## src/mpp_pkg.sv

```systemverilog
package mpp_pkg;
	// Flat pin vector: group 0, 1, 2, 4 then 14
	localparam int NPIN    = 20;
	localparam int G0_LSB  = 0;
	localparam int G1_LSB  = 5;
	localparam int G2_LSB  = 11;
	localparam int G4_LSB  = 16;
	localparam int G14_LSB = 19;
	localparam int DBG_BIT = 16;
	localparam int T7_BIT  = 17;
	localparam int T4_BIT  = 18;

	// Register offsets
	localparam logic [7:0] A_LAT0  = 8'h00;
	localparam logic [7:0] A_LAT1  = 8'h01;
	localparam logic [7:0] A_LAT2  = 8'h02;
	localparam logic [7:0] A_LAT4  = 8'h04;
	localparam logic [7:0] A_LAT12 = 8'h0C;
	localparam logic [7:0] A_LAT13 = 8'h0D;
	localparam logic [7:0] A_LAT14 = 8'h0E;
	localparam logic [7:0] A_LAT15 = 8'h0F;
	localparam logic [7:0] A_DIR0  = 8'h20;
	localparam logic [7:0] A_DIR1  = 8'h21;
	localparam logic [7:0] A_DIR2  = 8'h22;
	localparam logic [7:0] A_DIR4  = 8'h24;
	localparam logic [7:0] A_DIR14 = 8'h2E;
	localparam logic [7:0] A_PU0   = 8'h30;
	localparam logic [7:0] A_PU1   = 8'h31;
	localparam logic [7:0] A_PU4   = 8'h34;
	localparam logic [7:0] A_GROUP14_PULLUP_REG  = 8'h3E;
	localparam logic [7:0] A_TTL0  = 8'h40;
	localparam logic [7:0] A_OD0   = 8'h50;
	localparam logic [7:0] A_OD1   = 8'h51;
	localparam logic [7:0] A_ANA0  = 8'h60;
	localparam logic [7:0] A_ANA1  = 8'h61;
	localparam logic [7:0] A_ANA4  = 8'h64;
	localparam logic [7:0] A_CONVERTER_PIN_CONFIG_REG  = 8'h70;
	localparam logic [7:0] A_REDIR = 8'h77;
	localparam logic [7:0] A_EDGR  = 8'h78;
	localparam logic [7:0] A_EDGF  = 8'h79;
	localparam logic [7:0] A_CLKM  = 8'h7A;

	// Implemented-bit masks
	localparam logic [4:0] TTL0_MASK = 5'h1B;
	localparam logic [4:0] OD0_MASK  = 5'h1C;
	localparam logic [4:0] ANA0_MASK = 5'h0C;
	localparam logic [2:0] ANA4_MASK = 3'h2;

	// Reset values, flat vectors
	localparam logic [NPIN-1:0] DIR_RST = 20'hFFFFF;
	localparam logic [NPIN-1:0] LAT_RST = 20'h00000;
	localparam logic [NPIN-1:0] ANA_RST = 20'h2FFEC;
	localparam logic [NPIN-1:0] PU_RST  = 20'h00000;

	// Pins able to pull up: groups 0, 1, 4, 14
	localparam logic [NPIN-1:0] PU_CAP  = 20'hF07FF;
endpackage : mpp_pkg

```

## src/mpp_port_pins.sv

```systemverilog
// The address map and the plain strobed port were left to the implementer.
`timescale 1ns/1ns
//////////////////////////////////////////////////////////////////////////////
module mpp_port_pins (
	// Clock and reset
	input  wire logic                       clk,
	input  wire logic                       rst_n,
	// Register port
	input  wire logic [7:0]                 reg_addr,
	input  wire logic [7:0]                 reg_wdata,
	input  wire logic                       reg_wr,
	input  wire logic                       reg_rd,
	output      logic [7:0]                 reg_rdata,
	// Bidirectional port pins, groups 0,1,2,4,14
	input  wire logic [mpp_pkg::NPIN-1:0]   pin_in,
	output      logic [mpp_pkg::NPIN-1:0]   pin_out,
	output      logic [mpp_pkg::NPIN-1:0]   pin_oe,
	output      logic [mpp_pkg::NPIN-1:0]   pin_pullup_en,
	output      logic [mpp_pkg::NPIN-1:0]   pin_analog_sel,
	output      logic [4:0]                 grp0_ttl_sel,
	// Fixed-direction pins
	input  wire logic                       grp12_pin_one,
	input  wire logic                       grp12_pin_two,
	output      logic                       main_clk_pin_sel,
	output      logic                       grp13_output_pin,
	input  wire logic                       grp13_input_pin,
	// Timer side
	output      logic                       timer4_count_input,
	output      logic                       timer7_count_input,
	input  wire logic                       timer4_output,
	input  wire logic                       timer7_output,
	// Debugger side
	input  wire logic                       debug_en,
	input  wire logic                       debug_data_out,
	input  wire logic                       debug_data_oe,
	output      logic                       debug_data_in,
	// Other peripherals
	input  wire logic                       buzzer_out,
	output      logic                       ext_irq_zero,
	output      logic                       ext_irq_grp14,
	output      logic [7:0]                 key_return_in
);
	import mpp_pkg::*;

	//////////////////////////////////////////////////////////////////////
	// Storage
	logic [NPIN-1:0] lat_r;
	logic [NPIN-1:0] dir_r;
	logic [NPIN-1:0] pu_r;
	logic [NPIN-1:0] ana_r;
	logic [4:0]      ttl_r;
	logic [10:0]     od_r;
	logic            lat13_r;
	logic            redir_r;
	logic [1:0]      edg_rise_r;
	logic [1:0]      edg_fall_r;
	logic            clkm_r;
	logic [NPIN-1:0] sy1_r;
	logic [NPIN-1:0] sy2_r;
	logic [2:0]      fx1_r;
	logic [2:0]      fx2_r;
	logic [1:0]      irq_prev_r;
	logic [1:0]      irq_r;
	logic [7:0]      rdata_r;

	//////////////////////////////////////////////////////////////////////
	// Write decode
	wire wr_lat0  = reg_wr && reg_addr == A_LAT0;
	wire wr_lat1  = reg_wr && reg_addr == A_LAT1;
	wire wr_lat2  = reg_wr && reg_addr == A_LAT2;
	wire wr_lat4  = reg_wr && reg_addr == A_LAT4;
	wire wr_lat13 = reg_wr && reg_addr == A_LAT13;
	wire wr_lat14 = reg_wr && reg_addr == A_LAT14;
	wire wr_dir0  = reg_wr && reg_addr == A_DIR0;
	wire wr_dir1  = reg_wr && reg_addr == A_DIR1;
	wire wr_dir2  = reg_wr && reg_addr == A_DIR2;
	wire wr_dir4  = reg_wr && reg_addr == A_DIR4;
	wire wr_dir14 = reg_wr && reg_addr == A_DIR14;
	wire wr_pu0   = reg_wr && reg_addr == A_PU0;
	wire wr_pu1   = reg_wr && reg_addr == A_PU1;
	wire wr_pu4   = reg_wr && reg_addr == A_PU4;
	wire wr_group14_pullup_reg  = reg_wr && reg_addr == A_GROUP14_PULLUP_REG;
	wire wr_ttl0  = reg_wr && reg_addr == A_TTL0;
	wire wr_od0   = reg_wr && reg_addr == A_OD0;
	wire wr_od1   = reg_wr && reg_addr == A_OD1;
	wire wr_ana0  = reg_wr && reg_addr == A_ANA0;
	wire wr_ana1  = reg_wr && reg_addr == A_ANA1;
	wire wr_ana4  = reg_wr && reg_addr == A_ANA4;
	wire wr_converter_pin_config_reg  = reg_wr && reg_addr == A_CONVERTER_PIN_CONFIG_REG;
	wire wr_redir = reg_wr && reg_addr == A_REDIR;
	wire wr_edgr  = reg_wr && reg_addr == A_EDGR;
	wire wr_edgf  = reg_wr && reg_addr == A_EDGF;
	wire wr_clkm  = reg_wr && reg_addr == A_CLKM;
	// Group 15 offset decodes to nothing: writes dropped, reads zero

	//////////////////////////////////////////////////////////////////////
	// Latches and direction
	always_ff @(posedge clk) begin
		if (!rst_n) begin
			lat_r   <= LAT_RST;
			dir_r   <= DIR_RST;
			lat13_r <= 1'b0;
		end else begin
			if (wr_lat0)  lat_r[G0_LSB +: 5]  <= reg_wdata[4:0];
			if (wr_lat1)  lat_r[G1_LSB +: 6]  <= reg_wdata[5:0];
			if (wr_lat2)  lat_r[G2_LSB +: 5]  <= reg_wdata[4:0];
			if (wr_lat4)  lat_r[G4_LSB +: 3]  <= reg_wdata[2:0];
			if (wr_lat14) lat_r[G14_LSB]      <= reg_wdata[0];
			if (wr_lat13) lat13_r             <= reg_wdata[0];
			if (wr_dir0)  dir_r[G0_LSB +: 5]  <= reg_wdata[4:0];
			if (wr_dir1)  dir_r[G1_LSB +: 6]  <= reg_wdata[5:0];
			if (wr_dir2)  dir_r[G2_LSB +: 5]  <= reg_wdata[4:0];
			if (wr_dir4)  dir_r[G4_LSB +: 3]  <= reg_wdata[2:0];
			if (wr_dir14) dir_r[G14_LSB]      <= reg_wdata[0];
		end
	end

	//////////////////////////////////////////////////////////////////////
	// Pad options
	always_ff @(posedge clk) begin
		if (!rst_n) begin
			pu_r  <= PU_RST;
			ana_r <= ANA_RST;
			ttl_r <= 5'h00;
			od_r  <= 11'h000;
		end else begin
			if (wr_pu0)  pu_r[G0_LSB +: 5] <= reg_wdata[4:0];
			if (wr_pu1)  pu_r[G1_LSB +: 6] <= reg_wdata[5:0];
			if (wr_pu4)  pu_r[G4_LSB +: 3] <= reg_wdata[2:0];
			if (wr_group14_pullup_reg) pu_r[G14_LSB]     <= reg_wdata[0];
			if (wr_ttl0) ttl_r <= reg_wdata[4:0] & TTL0_MASK;
			if (wr_od0)  od_r[4:0] <= reg_wdata[4:0] & OD0_MASK;
			if (wr_od1)  od_r[10:5] <= reg_wdata[5:0];
			if (wr_ana0)
				ana_r[G0_LSB +: 5] <= reg_wdata[4:0] & ANA0_MASK;
			if (wr_ana1) ana_r[G1_LSB +: 6] <= reg_wdata[5:0];
			if (wr_ana4)
				ana_r[G4_LSB +: 3] <= reg_wdata[2:0] & ANA4_MASK;
			if (wr_converter_pin_config_reg) ana_r[G2_LSB +: 5] <= reg_wdata[4:0];
		end
	end

	//////////////////////////////////////////////////////////////////////
	// Routing and interrupt configuration
	always_ff @(posedge clk) begin
		if (!rst_n) begin
			redir_r    <= 1'b0;
			edg_rise_r <= 2'h0;
			edg_fall_r <= 2'h0;
			clkm_r     <= 1'b0;
		end else begin
			if (wr_redir) redir_r    <= reg_wdata[0];
			if (wr_edgr)  edg_rise_r <= reg_wdata[1:0];
			if (wr_edgf)  edg_fall_r <= reg_wdata[1:0];
			if (wr_clkm)  clkm_r     <= reg_wdata[0];
		end
	end

	//////////////////////////////////////////////////////////////////////
	// Input synchronisers; first stage feeds only the second
	always_ff @(posedge clk) begin
		if (!rst_n) begin
			sy1_r <= '0;
			sy2_r <= '0;
			fx1_r <= 3'h0;
			fx2_r <= 3'h0;
		end else begin
			sy1_r <= pin_in;
			sy2_r <= sy1_r;
			fx1_r <= {grp13_input_pin, grp12_pin_two, grp12_pin_one};
			fx2_r <= fx1_r;
		end
	end

	//////////////////////////////////////////////////////////////////////
	// Pad drive
	// Debugger owns its pin outright while enabled
	wire dbg_own = debug_en;
	// Timer and buzzer outputs OR onto the latch, so the latch must be 0
	wire [NPIN-1:0] alt_out = {buzzer_out, timer4_output,
		timer7_output, {(NPIN-3){1'b0}}};
	wire [NPIN-1:0] drive   = lat_r | alt_out;
	wire [NPIN-1:0] od_full = {{(NPIN-11){1'b0}}, od_r};
	wire [NPIN-1:0] is_out  = ~dir_r & ~ana_r;
	// Open drain: drive low only, release for a one
	wire [NPIN-1:0] oe_port = is_out & (~od_full | ~drive);
	wire [NPIN-1:0] out_port = drive & ~od_full;
	wire [NPIN-1:0] dbg_mask = {{(NPIN-DBG_BIT-1){1'b0}}, dbg_own,
		{DBG_BIT{1'b0}}};

	assign pin_out = (out_port & ~dbg_mask)
		| ({NPIN{debug_data_out}} & dbg_mask);
	assign pin_oe  = (oe_port & ~dbg_mask)
		| ({NPIN{debug_data_oe}} & dbg_mask);
	assign pin_pullup_en = pu_r & PU_CAP & dir_r & ~ana_r
		& ~dbg_mask;
	assign pin_analog_sel = ana_r;
	assign grp0_ttl_sel   = ttl_r;
	assign main_clk_pin_sel = clkm_r;
	assign grp13_output_pin = lat13_r;

	//////////////////////////////////////////////////////////////////////
	// Digital inputs
	// Gate analog pins so reads stay quiet with the pad floating
	wire [NPIN-1:0] dig_in = sy2_r & ~ana_r;
	wire [NPIN-1:0] rd_vec = (dir_r & dig_in) | (~dir_r & lat_r);
	// Resonator on group 12 reads back as zero
	wire [1:0] g12_rd = clkm_r ? 2'h0 : fx2_r[1:0];

	assign timer4_count_input = dig_in[T4_BIT];
	assign timer7_count_input = dig_in[T7_BIT];
	assign debug_data_in      = sy2_r[DBG_BIT];
	assign key_return_in = redir_r
		? {sy2_r[G2_LSB+2 +: 3] & ~ana_r[G2_LSB+2 +: 3],
		   dig_in[G0_LSB +: 5]}
		: {2'h0, dig_in[G1_LSB +: 6]};

	//////////////////////////////////////////////////////////////////////
	// External interrupts: bit 0 from group 13, bit 1 from group 14
	wire [1:0] irq_lvl  = {dig_in[G14_LSB], fx2_r[2]};
	wire [1:0] irq_rise = irq_lvl & ~irq_prev_r;
	wire [1:0] irq_fall = ~irq_lvl & irq_prev_r;
	wire [1:0] irq_hit  = (irq_rise & edg_rise_r)
		| (irq_fall & edg_fall_r);

	always_ff @(posedge clk) begin
		if (!rst_n) begin
			irq_prev_r <= 2'h0;
			irq_r      <= 2'h0;
		end else begin
			irq_prev_r <= irq_lvl;
			irq_r      <= irq_hit;
		end
	end

	assign ext_irq_zero  = irq_r[0];
	assign ext_irq_grp14 = irq_r[1];

	//////////////////////////////////////////////////////////////////////
	// Read path; unmapped offsets read zero
	wire [7:0] rd_mux =
		reg_addr == A_LAT0  ? {3'h0, rd_vec[G0_LSB +: 5]} :
		reg_addr == A_LAT1  ? {2'h0, rd_vec[G1_LSB +: 6]} :
		reg_addr == A_LAT2  ? {3'h0, rd_vec[G2_LSB +: 5]} :
		reg_addr == A_LAT4  ? {5'h00, rd_vec[G4_LSB +: 3]} :
		reg_addr == A_LAT12 ? {5'h00, g12_rd, 1'b0} :
		reg_addr == A_LAT13 ? {fx2_r[2], 6'h00, lat13_r} :
		reg_addr == A_LAT14 ? {7'h00, rd_vec[G14_LSB]} :
		reg_addr == A_DIR0  ? {3'h0, dir_r[G0_LSB +: 5]} :
		reg_addr == A_DIR1  ? {2'h0, dir_r[G1_LSB +: 6]} :
		reg_addr == A_DIR2  ? {3'h0, dir_r[G2_LSB +: 5]} :
		reg_addr == A_DIR4  ? {5'h00, dir_r[G4_LSB +: 3]} :
		reg_addr == A_DIR14 ? {7'h00, dir_r[G14_LSB]} :
		reg_addr == A_PU0   ? {3'h0, pu_r[G0_LSB +: 5]} :
		reg_addr == A_PU1   ? {2'h0, pu_r[G1_LSB +: 6]} :
		reg_addr == A_PU4   ? {5'h00, pu_r[G4_LSB +: 3]} :
		reg_addr == A_GROUP14_PULLUP_REG  ? {7'h00, pu_r[G14_LSB]} :
		reg_addr == A_TTL0  ? {3'h0, ttl_r} :
		reg_addr == A_OD0   ? {3'h0, od_r[4:0]} :
		reg_addr == A_OD1   ? {2'h0, od_r[10:5]} :
		reg_addr == A_ANA0  ? {3'h0, ana_r[G0_LSB +: 5]} :
		reg_addr == A_ANA1  ? {2'h0, ana_r[G1_LSB +: 6]} :
		reg_addr == A_ANA4  ? {5'h00, ana_r[G4_LSB +: 3]} :
		reg_addr == A_CONVERTER_PIN_CONFIG_REG  ? {3'h0, ana_r[G2_LSB +: 5]} :
		reg_addr == A_REDIR ? {7'h00, redir_r} :
		reg_addr == A_EDGR  ? {6'h00, edg_rise_r} :
		reg_addr == A_EDGF  ? {6'h00, edg_fall_r} :
		reg_addr == A_CLKM  ? {7'h00, clkm_r} :
		8'h00;

	always_ff @(posedge clk) begin
		if (!rst_n)
			rdata_r <= 8'h00;
		else if (reg_rd)
			rdata_r <= rd_mux;
		else
			rdata_r <= 8'h00;
	end

	assign reg_rdata = rdata_r;
endmodule : mpp_port_pins

```

## config.mk

```make
export PLATFORM = sky130hd
export DESIGN_NAME = mpp_port_pins
export DESIGN_NICKNAME = d
export VERILOG_FILES = /design/src/mpp_pkg.sv /design/src/mpp_port_pins.sv
export SDC_FILE = /design/constraint.sdc
export NUM_CORES = 1
export LEC_CHECK = 0
export ABC_AREA = 1
export ABC_CLOCK_PERIOD_IN_PS = 1900
export BUFFER_PORTS_ARGS = -buffer_cell sky130_fd_sc_hd__buf_2
export CORE_MARGIN = 2
export CORE_UTILIZATION = 35
export DETAILED_ROUTE_END_ITERATION = 16
export SYNTH_ARGS = -nofsm -noshare
export SYNTH_HDL_FRONTEND = slang
export SYNTH_SLANG_ARGS = --single-unit
```

## constraint.sdc

```tcl
create_clock -name clk -period 1.9 [get_ports clk]
set_clock_uncertainty 0.15 [all_clocks]
set_input_delay 0.095 -clock clk [delete_from_list [all_inputs] [get_ports clk]]
set_output_delay 0.095 -clock clk [all_outputs]
set_load 0.01 [all_outputs]
```

Word level (Yosys, flattened, before mapping)
Cells that the tools add are included.
Widths: inputs -> output; s select.
Operators by class
  bitwise gates (word level): 34
  multiplexer cells: 29
  add/subtract/negate cells: 0
  reduce and logical (&&, ||, !) cells: 31
  eq/ne operators: 26
  shift-type cells: 0
  magnitude comparators: 0
  multiply operators: 0
  divide/modulo/power cells: 0
Operators by type and width (number)
  $and 20x20->20: 11
  $mux 6: 19
  $or 20x20->20: 5
  $eq 8x7->1 const B: 11
  $eq 8x6->1 const B: 9
  $and 20x17->20: 2
  $not 20->20: 2
  $reduce_or 28->1: 1
  $logic_and 1x1->1: 26
  $eq 8x4->1 const B: 3
  $not 11->20: 1
  $not 17->20: 1
  $not 18->20: 1
  $mux 8: 2
  $mux 5: 3
  $and 2x2->2: 4
  $eq 8x1->1 const B: 1
  $eq 8x2->1 const B: 1
  $eq 8x3->1 const B: 1
  $logic_not 8->1: 1
  $mux 2: 4
  $reduce_or 7->1: 1
  $not 2->2: 2
  $and 3x3->3: 1
  6 further kinds: 7
Word-level totals
  logic and storage cells: 156
  memories kept: 0
  memory bits (read-only): 0
  latch bits: 0
  register bits: 147
  bits of input ports: 49
  output and inout port bits: 108
  RAM bits: 0

Logic depth before layout (Yosys ltp)
  depth after elaboration: 28
  mapped depth: 22
  depth with buffers taken out: 22

Least setup slack after synthesis
No wires, ideal clock.
  path kind: input-to-reg
  start point: in reg_addr[2]
  end point: reg rdata_r[3], in the netlist reg_rdata[3]
  library setup time: 113 ps
  required time: 1637 ps
  buffers on the path: 0
  arrival time: 1481 ps
  stages: 13
  setup slack: 156 ps
  cell sequence: nor2_1 nand2_2 nor2_1 nand2_1 nor2_2 mux2i_1 o221ai_1 a21oi_1 o211ai_1 o21ai_1 nand3_1 o21ai_1 inv_1
Between the ends
  cells in the longest elaborated chain, start to end: 24
  elaborated cells between the ends (all ways): 46
  those cells by class: eq/ne: 22; mux: 23; reduce/logical: 1
Ends and longest elaborated chain
  start, declared: line mpp_port_pins.sv:9  | input wire logic [7:0] reg_addr,
  $eq 8x7->1: line mpp_port_pins.sv:264  | reg_addr == A_CONVERTER_PIN_CONFIG_REG ? {3'h0, ana_r[G2_LSB +: 5]} :
  $mux 5: line mpp_port_pins.sv:264
  $mux 5: line mpp_port_pins.sv:263  | reg_addr == A_ANA4 ? {5'h00, ana_r[G4_LSB +: 3]} :
  $mux 6: line mpp_port_pins.sv:262  | reg_addr == A_ANA1 ? {2'h0, ana_r[G1_LSB +: 6]} :
  $mux 6: line mpp_port_pins.sv:261  | reg_addr == A_ANA0 ? {3'h0, ana_r[G0_LSB +: 5]} :
  $mux 6: line mpp_port_pins.sv:260  | reg_addr == A_OD1 ? {2'h0, od_r[10:5]} :
  $mux 6: line mpp_port_pins.sv:259  | reg_addr == A_OD0 ? {3'h0, od_r[4:0]} :
  $mux 6: line mpp_port_pins.sv:258  | reg_addr == A_TTL0 ? {3'h0, ttl_r} :
  [8 not listed]
  $mux 6: line mpp_port_pins.sv:249  | reg_addr == A_DIR0 ? {3'h0, dir_r[G0_LSB +: 5]} :
  $mux 6: line mpp_port_pins.sv:248  | reg_addr == A_LAT14 ? {7'h00, rd_vec[G14_LSB]} :
  $mux 8: line mpp_port_pins.sv:247  | reg_addr == A_LAT13 ? {fx2_r[2], 6'h00, lat13_r} :
  $mux 6: line mpp_port_pins.sv:246  | reg_addr == A_LAT12 ? {5'h00, g12_rd, 1'b0} :
  $mux 6: line mpp_port_pins.sv:245  | reg_addr == A_LAT4 ? {5'h00, rd_vec[G4_LSB +: 3]} :
  $mux 6: line mpp_port_pins.sv:244  | reg_addr == A_LAT2 ? {3'h0, rd_vec[G2_LSB +: 5]} :
  $mux 6: line mpp_port_pins.sv:243  | reg_addr == A_LAT1 ? {2'h0, rd_vec[G1_LSB +: 6]} :
  $mux 5 *: line mpp_port_pins.sv:242  | reg_addr == A_LAT0 ? {3'h0, rd_vec[G0_LSB +: 5]} :
  end signal, assigned: line mpp_port_pins.sv:275  | rdata_r <= rd_mux;
  end, declared: line mpp_port_pins.sv:64  | logic [7:0] rdata_r;
Every way passes the cells marked *; elsewhere a longest branch is shown, timed or not.
A chain may end at the register's enable or synchronous reset.

Final worst setup path
  start point: in reg_addr[5]
  end point: reg rdata_r[0], in the netlist reg_rdata[0]
Between the ends
  cells in the longest elaborated chain, start to end: 28
  elaborated cells between the ends (all ways): 54
  those cells by class: eq/ne: 26; mux: 27; reduce/logical: 1
Ends and longest elaborated chain
  $eq 8x7->1: line mpp_port_pins.sv:268  | reg_addr == A_CLKM ? {7'h00, clkm_r} :
  $mux 1: line mpp_port_pins.sv:268
  $mux 2: line mpp_port_pins.sv:267  | reg_addr == A_EDGF ? {6'h00, edg_fall_r} :
  $mux 2: line mpp_port_pins.sv:266  | reg_addr == A_EDGR ? {6'h00, edg_rise_r} :
  $mux 2: line mpp_port_pins.sv:265  | reg_addr == A_REDIR ? {7'h00, redir_r} :
  $mux 5: line mpp_port_pins.sv:264
  $mux 5: line mpp_port_pins.sv:263
  $mux 6: line mpp_port_pins.sv:262
  [12 not listed]
  $mux 6: line mpp_port_pins.sv:249
  $mux 6: line mpp_port_pins.sv:248
  $mux 8: line mpp_port_pins.sv:247
  $mux 6: line mpp_port_pins.sv:246
  $mux 6: line mpp_port_pins.sv:245
  $mux 6: line mpp_port_pins.sv:244
  $mux 6: line mpp_port_pins.sv:243
  $mux 5 *: line mpp_port_pins.sv:242
Marked as above.

==> results_dict.tcl <==
set metrics [dict create \
    first_pass_iters 5 \
    crit_required_ns 2.11 \
    multi_input_area_mm2 0.00277 \
    wl_per_cell_um 15.6 \
    ctsRootBufferMaster "clkbuf_16" \
    drtAntennaViolNets 0 \
    fill_cells 1881 \
    synthDistinctLibCells 35 \
    drive_above_1_share 0.249 \
    fp-row-count 50 \
    period_minus_slack_ns 1.91 \
    hold_violations 0 \
    numPlacedInstances 1349 \
    setup_tns_ns -0.0146 \
    io_pins 157 \
    fin_area_mm2 0.00891 \
    clkTransAtPathRegs_ns 0.06 \
    final_util 0.480 \
    synth_flop_cell "dfxtp_1" \
    total_power_mw 6.88 \
    htreeDepth 4 \
    clock_sinks 146 \
    syn_avg_cell_area_um2 6.99 \
    synth_cells 939 \
    rrSetupSlack_ns 0.06 \
    synth.largest_area_cell "dfxtp_1" \
    period_share 1.01 \
    setup_viol 1 \
    status "finished, violations left" \
    route.detailed.drc 0 \
    regArea_mm2 0.00293 \
    rsz0062_at_grt "true" \
    grt_pass1_wl_mm 33.7 \
    crit_fanout 5 \
    ys_warn_count 0 \
    ys_seq_area_frac 0.445 \
    hold_class "in2reg" \
    hpwlAfterDp_mm 16.7 \
    report.final.slew_viol_count 0 \
    clkLatencyLatePin_ns 0.42 \
    violations "setup timing" \
    synth_most_common_cell "nand2_1" \
    arrival_ns 2.13 \
    syn-cell-area_mm2 0.00656 \
    reg2regPathDepth 18 \
    numCtsBuffers 17 \
    drt_iter0_markers 449 \
    maxCapViolCount 0 \
    cts_tree "built" \
    synth_common_cells "nand2_1, inv_1, dfxtp_1" \
    synth_edf_count 0 \
    nNetsFinal 1221 \
    peakVddDrop_v 0.000639 \
    core_area_mm2 0.0186 \
    vias 6696 \
    layout_setup_ws_ns -0.0146 \
    port_buffers 141 \
    synth_top_area_share 0.445 \
    num_antenna_cells 0 \
    antenna_found_initial 0 \
    grt-ovfl-total 0 \
    die_h_um 141 \
    finalNonFillerCells 1419 \
    grt_use_total 0.222 \
    grt_max_degree 91 \
    ys_seq_elements 146 \
    die_w_um 141 \
    hold_depth 6 \
    vias_per_cell 4.72 \
    leakage_nw 4.59 \
    p_per_area_mw_per_mm2 773 \
    clock_path_buffers 2 \
    synth_area_leaders "dfxtp_1, nand2_1, inv_1" \
    crit_path_end_kind "register" \
    gp_congestion 0.919 \
    clock.fmax_mhz 522 \
    start_util 0.353 \
    syn_to_final_growth_pct 35.7 \
    start_kind "primary input" \
    dpl_cell_area_mm2 0.00790 \
    grt_pass1_vias 6197 \
    dieArea_mm2 0.0199 \
    async_flop_share 0 \
    crit_type "in2reg" \
    totalWireLength_mm 22.1 \
]
## sequential cells by signal, indices dropped and copies added (netlist names), 4 cells and up
register / flops
grp0_ttl_sel: 4
sy1_r: 20
sy2_r: 20
od_r: 9
dir_r: 20
pu_r: 15
pin_analog_sel: 14
reg_rdata: 7
lat_r: 20
## final timing paths
check,from,end
worst max-delay path,reg_addr[5],reg_rdata[0]
worst min-delay path,reg_addr[7],edg_rise_r[1]
worst max register to register,edg_rise_r[0],reg_rdata[0]
worst min register to register,sy1_r[5],sy2_r[5]
## logic make-up (layout without fill, tap and decap cells)
logic type / Yosys count / in the layout / share of synthesized area
and+or+nand+nor: 341 / 341 / 0.222
other: 1 / 13 / 0.000571
DFF: 146 / 146 / 0.445
muxes: 1 / 1 / 0.00153
buffers and inverters: 232 / 466 / 0.146
AOI/OAI and AO/OA: 218 / 218 / 0.184
## repair_timing
| action | in CTS | in global routing |
|---|---|---|
| hold buffers | 36 | 0 |
| gates resized for setup | 0 | 21 |
| setup endpoints to repair | 0 | 14 |
| endpoints found under the hold margin | 88 | 0 |
| buffers inserted | 0 | 2 |
## stage by stage
step | setup slack (ns) | hold slack (ns)
2_1_floorplan | 0.156 | 0.0426
3_3_place_gp | -0.178 | 0.127
3_5_place_dp | -0.198 | 0.128
4_1_cts | 0.0230 | 0.000495
5_1_grt | -0.0787 | 0.0319
6_report | -0.0146 | 0.0332
## routing by layer
layer,share of wire,up-vias,GRT usage
li1,-,3421,-
met3,0.071,30,0.0482
met2,0.45,272,0.349
met1,0.46,2973,0.302
met5,0,-,0
met4,0.019,0,0.0758
## worst max-delay path: stages
cell and delay (ns):
buf_2 0.13, dlygate4sd3_1 0.56, nor2_1 0.16, nand2_2 0.16, buf_4 0.20, o31ai_1 0.43, inv_1 0.08, nand2_1 0.08
nand2_1 0.04, nand4_1 0.07, nor2_1 0.04, nor2_1 0.07
## cell type report
| cell class | count | share of cell area |
|---|---|---|
| tap | 234 | 0.0329 |
| clock inverter | 11 | 0.0145 |
| timing repair buffer | 253 | 0.185 |
| inverter | 181 | 0.0764 |
| sequential | 146 | 0.329 |
| multi-input combinational | 573 | 0.310 |
| clock buffer | 21 | 0.0517 |
## report_power, final
part | internal (mW) | switching (mW) | total, mW
Sequential | 3.11 | 0.0233 | 3.14
Clock | 2.01 | 1.31 | 3.32
Combinational | 0.171 | 0.251 | 0.422
Total | 5.30 | 1.59 | 6.88
## cells in the final DEF (no fill, tap or decap), types with 3 or more instances in the layout
cell / Yosys / layout
a21oi_1: 80 / 80
buf_2: 0 / 140
buf_4: 23 / 76
clkbuf_16: 0 / 17
clkinv_2: 1 / 3
clkinv_4: 0 / 3
conb_1: 1 / 13
dfxtp_1: 146 / 140
dfxtp_2: 0 / 6
dlygate4sd3_1: 0 / 36
inv_1: 169 / 165
inv_2: 9 / 13
nand2_1: 175 / 171
nand2_2: 6 / 10
nand3_1: 34 / 30
nand3_2: 0 / 4
nand4_1: 10 / 10
nor2_1: 89 / 86
nor2_2: 1 / 4
nor3_1: 16 / 16
o211ai_1: 29 / 29
o21ai_0: 87 / 87
o21ai_1: 6 / 6
o221ai_1: 3 / 3
o22ai_1: 5 / 5
or2_2: 4 / 4
Power figures use the tool's default switching activity.
